--- src/rtl/pll_cfg.svh ---
// Field positions, latch addresses and timing counts for the synthesizer program port.
`ifndef PLL_CFG_SVH
`define PLL_CFG_SVH

`define WORD_W 32
`define SEL_MSB 3
`define SEL_LSB 0
`define LATCH_COUNT 9
`define LATCH_LAST 4'h8
`define SEL_R0 4'h0
`define SEL_R1 4'h1
`define SEL_R2 4'h2
`define SEL_R4 4'h4
`define SEL_R6 4'h6

// Register 0.
`define INT_MSB 19
`define INT_LSB 4
`define PRESC_BIT 20
`define INT_MIN_45 16'h0017
`define INT_MAX_45 16'h7FFF
`define INT_MIN_89 16'h004B
// Register 1.
`define PRIMARY_FRACTION_NUMERATOR_MSB 27
`define PRIMARY_FRACTION_NUMERATOR_LSB 4
// Register 2.
`define AUXILIARY_FRACTION_NUMERATOR_MSB 17
`define AUXILIARY_FRACTION_NUMERATOR_LSB 4
`define AUXILIARY_MODULUS_MSB 31
`define AUXILIARY_MODULUS_LSB 18
`define AUXILIARY_MODULUS_MIN 14'h0002
// Register 4.
`define RCNT_MSB 13
`define RCNT_LSB 4
`define HALF_BIT 14
`define DBL_BIT 15
`define CP_MSB 19
`define CP_LSB 16
`define RSEL_BIT 20
`define MON_MSB 29
`define MON_LSB 27
// Register 6.
`define PWR_MSB 5
`define PWR_LSB 4
`define RFEN_BIT 6
`define MUTE_UNTIL_LOCK_BIT 11
`define REFDIFF_BIT 30

// Host side: 20 MHz system clock, serial clock half period of 100 ns.
`define CLK_PERIOD_NS 50
`define SCLK_HALF_NS 100
`define SCLK_HALF_CYCLES ((`SCLK_HALF_NS + `CLK_PERIOD_NS - 1) / `CLK_PERIOD_NS)
`define HOST_DATA_ADDR 4'h0
`define HOST_STATUS_ADDR 4'h4
`define STAT_BUSY 0
`define STAT_R0_PENDING 1
`define STAT_RANGE_ERR 2

`endif

--- src/rtl/pll_pkg.sv ---
// Types shared by both ends of the synthesizer program port.
package pll_pkg;
    typedef logic [31:0] word_t;

    typedef enum logic [2:0] {
        MON_OFF,
        MON_HIGH,
        MON_LOW,
        MON_R_DIV,
        MON_N_DIV,
        MON_LOCK_ANALOG,
        MON_LOCK_DIGITAL,
        MON_SPARE
    } monitor_sel_t;

    typedef enum {
        HOST_IDLE,
        HOST_SHIFT,
        HOST_LOAD
    } host_state_t;
endpackage

--- src/rtl/serial_prog_if.sv ---
// Three-wire serial program link between host controller and synthesizer core.
`timescale 1ns/10ps
interface serial_prog_if;
    logic sclk;
    logic sdata;
    logic load_strobe;

    modport host (output sclk, output sdata, output load_strobe);
    modport device (input sclk, input sdata, input load_strobe);
endinterface

--- src/rtl/synth_ctrl_core.sv ---
// Synthesizer digital core: serial shift register, nine latches, dividers and output control.
//
// Function
// - One bit shifted per serial clock rise, MSB first.
// - Load strobe rise copies word into one latch.
// - Low four bits address latches 0 to 8.
// - Fractions, modulus, reference and pump settings are held.
// - Held settings become active on register 0 write.
// - Register 6 bit 30 selects differential reference.
// - Ratio is whole plus fractions over fixed modulus.
// - Whole value 16 bits, range set by prescaler.
// - Auxiliary modulus is 14 bits, 2 upward.
// - Both numerators zero means pure integer mode.
// - Reference counter divides by 1 to 1023.
// - Detector rate is reference times doubler over counter times halving.
// - Three monitor select bits drive the monitor pin.
// - Host should leave RF output stage disabled; host sends register 6 bit 6 as written and core enables RF from it.
// - Two bits select one of four power levels.
// - Mute-until-lock holds RF off until digital lock.
// - Low power-down pin mutes RF outputs.
`timescale 1ns/10ps
`include "pll_cfg.svh"

module synth_ctrl_core
    import pll_pkg::*;
(
    // System.
    input wire logic clk_sys,
    input wire logic rst_b,
    // Serial program link.
    serial_prog_if.device link,
    // Analog-side events and status.
    input wire logic ref_tick,
    input wire logic n_tick,
    input wire logic lock_analog,
    input wire logic lock_digital,
    input wire logic rf_power_down_pin_b,
    // Active feedback divider settings.
    output logic [15:0] int_value,
    output logic prescaler_8_9,
    output logic [23:0] primary_fraction_numerator,
    output logic [13:0] auxiliary_fraction_numerator,
    output logic [13:0] auxiliary_modulus,
    output logic integer_mode,
    output logic n_range_error,
    // Active reference path settings.
    output logic [9:0] r_count,
    output logic reference_doubler,
    output logic reference_half_divide,
    output logic [3:0] cp_current,
    output logic r_div_select,
    output logic reference_differential,
    output logic pfd_tick,
    // Monitor and RF output control.
    output logic monitor_output_pin,
    output logic rf_out_on,
    output logic [1:0] rf_power_level
);

    logic sclk_q;
    logic load_q;
    word_t shift_word;
    word_t latch [0:`LATCH_COUNT-1];
    logic load_rise;
    logic [3:0] sel;
    logic [11:0] acc;
    logic [11:0] next_acc;
    logic [10:0] r_threshold;
    logic [9:0] r_eff;
    logic [1:0] step;
    monitor_sel_t mon_sel;

    assign load_rise = link.load_strobe & ~load_q;
    assign sel = shift_word[`SEL_MSB:`SEL_LSB];

    // Inputs are synchronous to clk_sys, so a one-flop history is enough for edge detection.
    always_ff @(posedge clk_sys)
    begin
        if (!rst_b)
        begin
            sclk_q <= 1'b0;
            load_q <= 1'b0;
        end
        else
        begin
            sclk_q <= link.sclk;
            load_q <= link.load_strobe;
        end
    end

    always_ff @(posedge clk_sys)
    begin
        if (!rst_b)
            shift_word <= 32'h00000000;
        else if (link.sclk && !sclk_q)
            shift_word <= {shift_word[30:0], link.sdata};
    end

    // Latches 1, 2 and 4 are holding stages for the double-buffered fields.
    always_ff @(posedge clk_sys)
    begin
        if (!rst_b)
        begin
            for (int i = 0; i < `LATCH_COUNT; i++)
                latch[i] <= 32'h00000000;
        end
        else if (load_rise && sel <= `LATCH_LAST)
        begin
            latch[sel] <= shift_word;
        end
    end

    // Whole value and prescaler act directly from register 0.
    always_ff @(posedge clk_sys)
    begin
        if (!rst_b)
        begin
            int_value <= 16'h0000;
            prescaler_8_9 <= 1'b0;
        end
        else if (load_rise && sel == `SEL_R0)
        begin
            int_value <= shift_word[`INT_MSB:`INT_LSB];
            prescaler_8_9 <= shift_word[`PRESC_BIT];
        end
    end

    // Held settings move to their active copies only on a register 0 write.
    always_ff @(posedge clk_sys)
    begin
        if (!rst_b)
        begin
            primary_fraction_numerator <= 24'h000000;
            auxiliary_fraction_numerator <= 14'h0000;
            auxiliary_modulus <= 14'h0000;
            r_count <= 10'h000;
            reference_doubler <= 1'b0;
            reference_half_divide <= 1'b0;
            cp_current <= 4'h0;
            r_div_select <= 1'b0;
        end
        else if (load_rise && sel == `SEL_R0)
        begin
            primary_fraction_numerator <= latch[1][`PRIMARY_FRACTION_NUMERATOR_MSB:`PRIMARY_FRACTION_NUMERATOR_LSB];
            auxiliary_fraction_numerator <= latch[2][`AUXILIARY_FRACTION_NUMERATOR_MSB:`AUXILIARY_FRACTION_NUMERATOR_LSB];
            auxiliary_modulus <= latch[2][`AUXILIARY_MODULUS_MSB:`AUXILIARY_MODULUS_LSB];
            r_count <= latch[4][`RCNT_MSB:`RCNT_LSB];
            reference_doubler <= latch[4][`DBL_BIT];
            reference_half_divide <= latch[4][`HALF_BIT];
            cp_current <= latch[4][`CP_MSB:`CP_LSB];
            r_div_select <= latch[4][`RSEL_BIT];
        end
    end

    // The ratio itself is realised by the analog N counter; these flags summarise it.
    always_ff @(posedge clk_sys)
    begin
        if (!rst_b)
        begin
            integer_mode <= 1'b1;
            n_range_error <= 1'b0;
        end
        else
        begin
            integer_mode <= (primary_fraction_numerator == 24'h000000)
                && (auxiliary_fraction_numerator == 14'h0000);
            n_range_error <= prescaler_8_9 ? (int_value < `INT_MIN_89)
                : (int_value < `INT_MIN_45 || int_value > `INT_MAX_45);
        end
    end

    // Fractional accumulation gives an exact average of (1+D)/(R*(1+T)) pulses per ref tick when that ratio is at most one.
    always_comb
    begin
        r_eff = (r_count == 10'h000) ? 10'h001 : r_count;
        r_threshold = reference_half_divide ? {r_eff, 1'b0} : {1'b0, r_eff};
        step = reference_doubler ? 2'h2 : 2'h1;
        next_acc = acc + {10'h000, step};
    end

    always_ff @(posedge clk_sys)
    begin
        if (!rst_b)
        begin
            acc <= 12'h000;
            pfd_tick <= 1'b0;
        end
        else if (ref_tick)
        begin
            if (next_acc >= {1'b0, r_threshold})
            begin
                acc <= next_acc - {1'b0, r_threshold};
                pfd_tick <= 1'b1;
            end
            else
            begin
                acc <= next_acc;
                pfd_tick <= 1'b0;
            end
        end
        else
        begin
            pfd_tick <= 1'b0;
        end
    end

    assign mon_sel = monitor_sel_t'(latch[4][`MON_MSB:`MON_LSB]);

    always_ff @(posedge clk_sys)
    begin
        if (!rst_b)
            monitor_output_pin <= 1'b0;
        else
        begin
            unique case (mon_sel)
                MON_OFF: monitor_output_pin <= 1'b0;
                MON_HIGH: monitor_output_pin <= 1'b1;
                MON_LOW: monitor_output_pin <= 1'b0;
                MON_R_DIV: monitor_output_pin <= pfd_tick;
                MON_N_DIV: monitor_output_pin <= n_tick;
                MON_LOCK_ANALOG: monitor_output_pin <= lock_analog;
                MON_LOCK_DIGITAL: monitor_output_pin <= lock_digital;
                MON_SPARE: monitor_output_pin <= 1'b0;
            endcase
        end
    end

    // The power-down pin overrides the RF enable and mute-until-lock settings only.
    always_ff @(posedge clk_sys)
    begin
        if (!rst_b)
        begin
            rf_out_on <= 1'b0;
            rf_power_level <= 2'h0;
            reference_differential <= 1'b0;
        end
        else
        begin
            rf_out_on <= latch[6][`RFEN_BIT]
                && rf_power_down_pin_b
                && (!latch[6][`MUTE_UNTIL_LOCK_BIT] || lock_digital);
            rf_power_level <= latch[6][`PWR_MSB:`PWR_LSB];
            reference_differential <= latch[6][`REFDIFF_BIT];
        end
    end

endmodule

--- src/flat_wrapper.sv ---
// flat-port wrapper written by rule: the top's interface ports become plain ports
module synth_ctrl_core_flat import pll_pkg::*;
  (clk_sys, rst_b, ref_tick, n_tick, lock_analog, lock_digital, rf_power_down_pin_b, int_value, prescaler_8_9, primary_fraction_numerator, auxiliary_fraction_numerator, auxiliary_modulus, integer_mode, n_range_error, r_count, reference_doubler, reference_half_divide, cp_current, r_div_select, reference_differential, pfd_tick, monitor_output_pin, rf_out_on, rf_power_level, link_sclk, link_sdata, link_load_strobe);
  serial_prog_if link_i ();
  input wire logic clk_sys;
  input wire logic rst_b;
  input wire logic ref_tick;
  input wire logic n_tick;
  input wire logic lock_analog;
  input wire logic lock_digital;
  input wire logic rf_power_down_pin_b;
  output logic [15:0] int_value;
  output logic prescaler_8_9;
  output logic [23:0] primary_fraction_numerator;
  output logic [13:0] auxiliary_fraction_numerator;
  output logic [13:0] auxiliary_modulus;
  output logic integer_mode;
  output logic n_range_error;
  output logic [9:0] r_count;
  output logic reference_doubler;
  output logic reference_half_divide;
  output logic [3:0] cp_current;
  output logic r_div_select;
  output logic reference_differential;
  output logic pfd_tick;
  output logic monitor_output_pin;
  output logic rf_out_on;
  output logic [1:0] rf_power_level;
  input wire logic [$bits(link_i.sclk)-1:0] link_sclk;
  input wire logic [$bits(link_i.sdata)-1:0] link_sdata;
  input wire logic [$bits(link_i.load_strobe)-1:0] link_load_strobe;
  assign link_i.sclk = link_sclk;
  assign link_i.sdata = link_sdata;
  assign link_i.load_strobe = link_load_strobe;
  synth_ctrl_core u_core (.clk_sys(clk_sys), .rst_b(rst_b), .link(link_i), .ref_tick(ref_tick), .n_tick(n_tick), .lock_analog(lock_analog), .lock_digital(lock_digital), .rf_power_down_pin_b(rf_power_down_pin_b), .int_value(int_value), .prescaler_8_9(prescaler_8_9), .primary_fraction_numerator(primary_fraction_numerator), .auxiliary_fraction_numerator(auxiliary_fraction_numerator), .auxiliary_modulus(auxiliary_modulus), .integer_mode(integer_mode), .n_range_error(n_range_error), .r_count(r_count), .reference_doubler(reference_doubler), .reference_half_divide(reference_half_divide), .cp_current(cp_current), .r_div_select(r_div_select), .reference_differential(reference_differential), .pfd_tick(pfd_tick), .monitor_output_pin(monitor_output_pin), .rf_out_on(rf_out_on), .rf_power_level(rf_power_level));
endmodule
--- config.mk ---
export PLATFORM = sky130hd
export DESIGN_NAME = synth_ctrl_core_flat
export DESIGN_NICKNAME = d
export VERILOG_FILES = /design/src/rtl/pll_pkg.sv /design/src/rtl/serial_prog_if.sv /design/src/rtl/synth_ctrl_core.sv /design/src/flat_wrapper.sv
export VERILOG_INCLUDE_DIRS = /design/src /design/src/rtl
export SDC_FILE = /design/constraint.sdc
export NUM_CORES = 1
export LEC_CHECK = 0
export BUFFER_PORTS_ARGS = -buffer_cell sky130_fd_sc_hd__buf_2
export CAP_MARGIN = 20
export CORE_MARGIN = 4
export CORE_UTILIZATION = 35
export DETAILED_ROUTE_END_ITERATION = 6
export GPL_TIMING_DRIVEN = 0
export PLACE_DENSITY = 0.56
export SLEW_MARGIN = 20
export SYNTH_ARGS = -nofsm -noshare
export SYNTH_HDL_FRONTEND = slang
export SYNTH_SLANG_ARGS = --single-unit
--- constraint.sdc ---
create_clock -name clk_sys -period 9.1 [get_ports clk_sys]
set_input_delay 0.91 -clock clk_sys [delete_from_list [all_inputs] [get_ports clk_sys]]
set_output_delay 0.91 -clock clk_sys [all_outputs]
set_load 0.1 [all_outputs]
# Word level (Yosys, flattened, before mapping)
# Memories as Yosys holds them, arrays and structs flattened. A register that Yosys moved wholly into a read port is not among the register bits.
# Index checks and enable logic that the tools add are counted.
[classes]
n_addsub = 2
n_mul = 0
div = 0
magnitude_cmp = 5
eq_ne = 7
shift = 0
muxes = 14
n_bitwise = 2
reduce_logical = 20
[op_table]
columns = ["operator", "n"]
rows = [
  ["two-way mux 32 bit", 1],
  ["OR reduction 32 bit", 1],
  ["logical NOT 24 bit", 1],
  ["greater-than comparator 16 x 15 -> 1 bit (second input constant)", 1],
  ["less-than comparator 16 x 5 -> 1 bit (second input constant)", 1],
  ["less-than comparator 16 x 7 -> 1 bit (second input constant)", 1],
  ["logical NOT 14 bit", 1],
  ["adder 12 x 2 -> 12 bit", 1],
  ["== test 3 bit (second input constant)", 4],
  ["greater-or-equal comparator 12 x 11 -> 1 bit", 1],
  ["two-way mux 12 bit", 1],
  ["subtractor 12 x 11 -> 12 bit", 1],
  ["two-way mux 11 bit", 1],
  ["logical NOT 10 bit", 1],
  ["two-way mux 10 bit", 1],
  ["two-way mux 1 bit", 7],
  ["== test 3 x 2 -> 1 bit (second input constant)", 2],
  ["logical AND 1 bit", 6],
  ["one-hot mux 1 bit (6 select lines)", 1],
  ["less-or-equal comparator 4 bit (second input constant)", 1],
  ["logical NOT 1 bit", 4],
  ["logical NOT 4 bit", 1],
  ["two-way mux 4 bit", 1],
  ["== test 3 x 1 -> 1 bit (second input constant)", 1],
  ["7 further kinds", 8],
]
[totals]
register_bits = 88
latchBits = 0
ramBits = 288
rom_bits = 0
in_bits = 10
wordCells = 69
mem_count = 1
[memory_table]
columns = ["memory", "depth", "word_bits", "read_ports", "rd_clocked_by_memory_dff", "wr", "line_no", "text"]
rows = [
  ["u_core.latch", 9, 32, 4, 2, 9, "synth_ctrl_core.sv:63", "word_t latch [0:`LATCH_COUNT-1];"],
]

# Longest topological paths before layout
[depth]
ltp_word = 8
ltp_mapped = 16

# Least setup slack after synthesis
# OpenSTA, ideal clock, no wires.
[synth_timing]
path_kind = "in2reg"
startpoint = "in link_load_strobe"
endpoint = "mem u_core.latch[2][10] (netlist bit), enable pin"
setup_ns = 0.452
arrival_time_ns = 3.538
path_slack_ns = 5.110
path_stages = 3
path_cell_list = "nor4b_1 -> nand3_1 -> o21ai_0"
[synth_lines]
columns = ["element", "line_no", "text"]
rows = [
  ["from (decl)", "flat_wrapper.sv:31", "input wire logic [$bits(link_i.load_strobe)-1:0] link_load_strobe;"],
  ["to (decl)", "synth_ctrl_core.sv:63", ""],
]

# Worst setup path in the final report
[layout_timing]
startpoint = "reg u_core.reference_doubler (read register of u_core.latch)"
endpoint = "reg u_core.acc[0]"
[layout_between]
elab_chain_len = 4
[layout_lines]
columns = ["element", "line_no", "text"]
rows = [
  ["from (decl)", "synth_ctrl_core.sv:48", "output logic reference_doubler,"],
  ["two-way mux 2 bit *", "synth_ctrl_core.sv:177", "step = reference_doubler ? 2'h2 : 2'h1;"],
  ["adder 12 x 2 -> 12 bit *", "synth_ctrl_core.sv:178", "next_acc = acc + {10'h000, step};"],
  ["subtractor 12 x 11 -> 12 bit or greater-or-equal comparator 12 x 11 -> 1 bit (tied branches)", "synth_ctrl_core.sv:192, synth_ctrl_core.sv:190", ""],
  ["two-way mux 12 bit *", "synth_ctrl_core.sv:190", "if (next_acc >= {1'b0, r_threshold})"],
  ["to (signal assigned)", "synth_ctrl_core.sv:192", "acc <= next_acc - {1'b0, r_threshold};"],
  ["to (signal assigned)", "synth_ctrl_core.sv:197", "acc <= next_acc;"],
  ["to (decl)", "synth_ctrl_core.sv:66", "logic [11:0] acc;"],
]
# Every way passes the cells marked *; elsewhere a longest branch is shown, timed or not.
# A chain may end at the register's enable or synchronous reset.

==> results.py <==
metrics = {
    "grt": {
        "gr-total-overflow": 0,
        "grt_pass1_wl_um": 38400,
        "met2_usage_pct": 26.5,
        "met1_usage_pct": 25.1,
        "grt_max_degree": 25,
        "busiest_layer": "met2",
        "first_global_vias": 6670,
        "use_met3_pct": 2.44,
        "antenna_found_initial": 0,
        "track_usage_pct": 16.9,
    },
    "clock_network": {
        "postCtsHoldBufs": 0,
        "h-tree-depth": 1,
        "clockRootBuffer": "clkbuf_16",
        "clock_latency_ps": 500,
        "post_cts_buffers": 0,
        "path_clk_slew_ps": 60,
        "cts_tree": "built",
        "cts_buffers": 24,
        "cts.sinks": 217,
        "cts_buffer_depth": 3,
        "cts_resized": 0,
    },
    "floorplanning": {
        "die_w_um": 170,
        "ioPinCount": 104,
        "coreArea_um2": 26000,
        "die_height_um": 170,
        "dieArea_um2": 28900,
        "start_util_pct": 35.4,
        "rows": 59,
    },
    "synth": {
        "yosys.area_share.simple_pct": 22.0,
        "syn-num-nets": 975,
        "synth_area_leaders": "dfxtp_1 30%, edfxtp_1 25%, nand2_1 11%",
        "async_flop_share_pct": 0,
        "yosysTopAreaCell": "dfxtp_1",
        "synthAdderAreaFrac_pct": 2.20,
        "netlist.area_leader.share_pct": 30.5,
        "ys_ff_latch": 217,
        "post_synth.cell_area_avg_um2": 9.68,
        "synthXorXnorAreaFrac_pct": 1.33,
        "synth_edf_count": 77,
        "synthMuxAreaShare_pct": 1.58,
        "synth_top_family_by_area": "simple AND/OR/NAND/NOR gates",
        "synthFlopType": "dfxtp_1",
        "syn-cell-area_um2": 9200,
        "yosysWarnings": 0,
        "ys_seq_area_share_pct": 55.6,
        "synth-compound-area-share_pct": 13.9,
        "syn_inst": 950,
        "synthDistinctLibCells": 61,
    },
    "placement": {
        "finalWeightedCongestion": 0.846,
        "port_buffers": 103,
        "dp_hpwl_um": 18200,
    },
    "detailed_routing": {
        "via_per_inst": 4.95,
        "drtIter0Drc": 462,
        "route.detailed.drc": 0,
        "dr.pass1.iters": 5,
        "wl_per_cell_um": 17.4,
        "ant_nets": 0,
        "routed_wl_um": 24900,
        "vias": 7102,
    },
    "worst_setup_path": {
        "worst_setup_path_start_kind": "flop",
        "worstPathArrival_ps": 4350,
        "crit_path_max_fanout": 10,
        "max_stage_delay_ps": 410,
        "cpMaxStageDelayCell": "fa_1",
        "cp_cell_sequence": "inv_1 -> ha_1 -> inv_1 -> fa_1 -> nand3b_1 -> nor2_1 -> xor2_1 -> ha_1 -> clkbuf_1 -> nand4_1 -> a31oi_1 -> o21ai_0 -> and4_1 -> buf_6 -> mux2_4 -> a21oi_2",
        "crit_type": "flop to flop",
        "path_delay_family": "simple AND/OR/NAND/NOR gates",
        "path_buf_inv": 4,
        "setup.worst_path.end_class": "flop",
        "worstPathRequired_ps": 9540,
    },
    "timing": {
        "setup_viol": 0,
        "rsz0062_at_grt": "no",
        "worst_hold_slack_ps": 425,
        "finClkSkew_ps": 6.63,
        "period_needed_ps": 3910,
        "drv_slew": 0,
        "timing.fmax_mhz": 256,
        "fin_crit_sh_pct": 43.0,
        "worst_pin_slew_ps": 1010,
        "max_slew_margin_pct": 32.6,
        "hold_viol_final": 0,
        "tns_ps": 0,
    },
    "cells_and_area": {
        "antenna_cells": 0,
        "fin_util_pct": 42.0,
        "seqCellArea_um2": 5110,
        "final_common_cell": "nand2_1",
        "num-fill-cells": 2604,
        "layout_common_cells": "262 x nand2_1, 140 x dfxtp_1, 109 x buf_2",
        "layout.nets": 1106,
        "multiInputGateArea_um2": 3790,
        "area_growth_syn_to_layout_pct": 18.7,
        "drive_gt1_share_pct": 14.6,
    },
    "run_status": {
        "outcome": "finished, final reports clean",
    },
    "pwr": {
        "p_per_area_nw_per_um2": 251,
        "leakage_nw": 4.20,
        "vdd_ir_drop_max_mv": 0.116,
    },
    "flow_run": {
        "maxCapViolations": 0,
    },
    "worst_hold_path": {
        "hold_path_class": "flop to flop",
    },
}
==> layout make-up <==
class	count	share of cell area (%)
sequential	217	46.9
buffer	55	2.21
timing repair buffer	105	5.02
tap	335	3.84
multi-input combinational	660	34.7
inverter	18	0.619
clock buffer	41	6.56
clock inverter	3	0.149
==> through the flow <==
step                setup slack (ps)  power [mW]  instances  cell area, µm²
detailed placement              5270        1.85       1390           10200
global placement                3690        1.84       1388           10100
CTS                             5230        2.75       1434           10900
floorplan                       5110        1.68        950            9200
finish                          5190        2.73       1434           10900
global route                    4840        2.87       1434           10900
==> path summary, 6_finish.rpt <==
check | slack, ps | start | end | cells after the start
worst max-delay path | 5190 | u_core.reference_doubler | u_core.acc[0] | 16
worst min-delay path | 430 | u_core.latch[6][11] | u_core.rf_out_on | 1
worst max register to register | 5190 | u_core.reference_doubler | u_core.acc[0] | 16
worst min register to register | 430 | u_core.latch[6][11] | u_core.rf_out_on | 1
==> synth_stat cells (3+ instances only) <==
cell type,instances
a21boi_0,85
a21boi_1,9
a21o_1,4
a21oi_1,40
a31oi_1,8
and2_1,83
buf_1,3
buf_2,5
clkbuf_1,43
dfxtp_1,140
edfxtp_1,77
ha_1,13
inv_1,17
mux2i_1,13
nand2_1,262
nand2b_1,3
nand3_1,9
nand4_1,8
nor2_1,21
nor2b_1,6
nor3_1,5
nor4_1,13
nor4b_1,3
o21a_1,3
o21ai_0,17
o22ai_1,4
or4_1,3
xnor2_1,8
xor2_1,6
==> logic make-up after synthesis <==
kind of cell / Yosys count
mux: 14
flops: 217
buf+inv: 73
xor+xnor: 14
fa+ha+maj: 15
simple gates: 431
compound gates: 186
==> where the power goes <==
group	internal (mW)	switching, mW
Sequential	1.05	0.0427
Clock	0.532	0.372
Combinational	0.247	0.488
==> flip-flops by register name (all words and copies together), names as in the netlist, 2 cells and up <==
name	flops
u_core.cp_current	4
u_core.r_count	10
u_core.auxiliary_fraction_numerator	14
u_core.acc	12
u_core.rf_power_level	2
u_core.latch	77
u_core.primary_fraction_numerator	24
u_core.shift_word	32
u_core.int_value	16
u_core.auxiliary_modulus	14
==> metal layers <==
| layer | share of wire, % | vias up |
|---|---|---|
| li1 | - | 3510 |
| met1 | 49 | 3409 |
| met5 | 0 | - |
| met3 | 4.5 | 30 |
| met2 | 45 | 153 |
| met4 | 1.6 | 0 |
==> worst register-to-register path, delay by kind of cell, from the launching register on <==
kind                       cells  cell delay, ps
DFF                            1             360
adders and majority gates      3             930
muxes                          1             320
buffers and inverters          4             570
AOI/OAI and AO/OA              3             520
and+or+nand+nor                4             950
xor gates and xnor gates       1             220
Power figures use the tool's default switching activity.
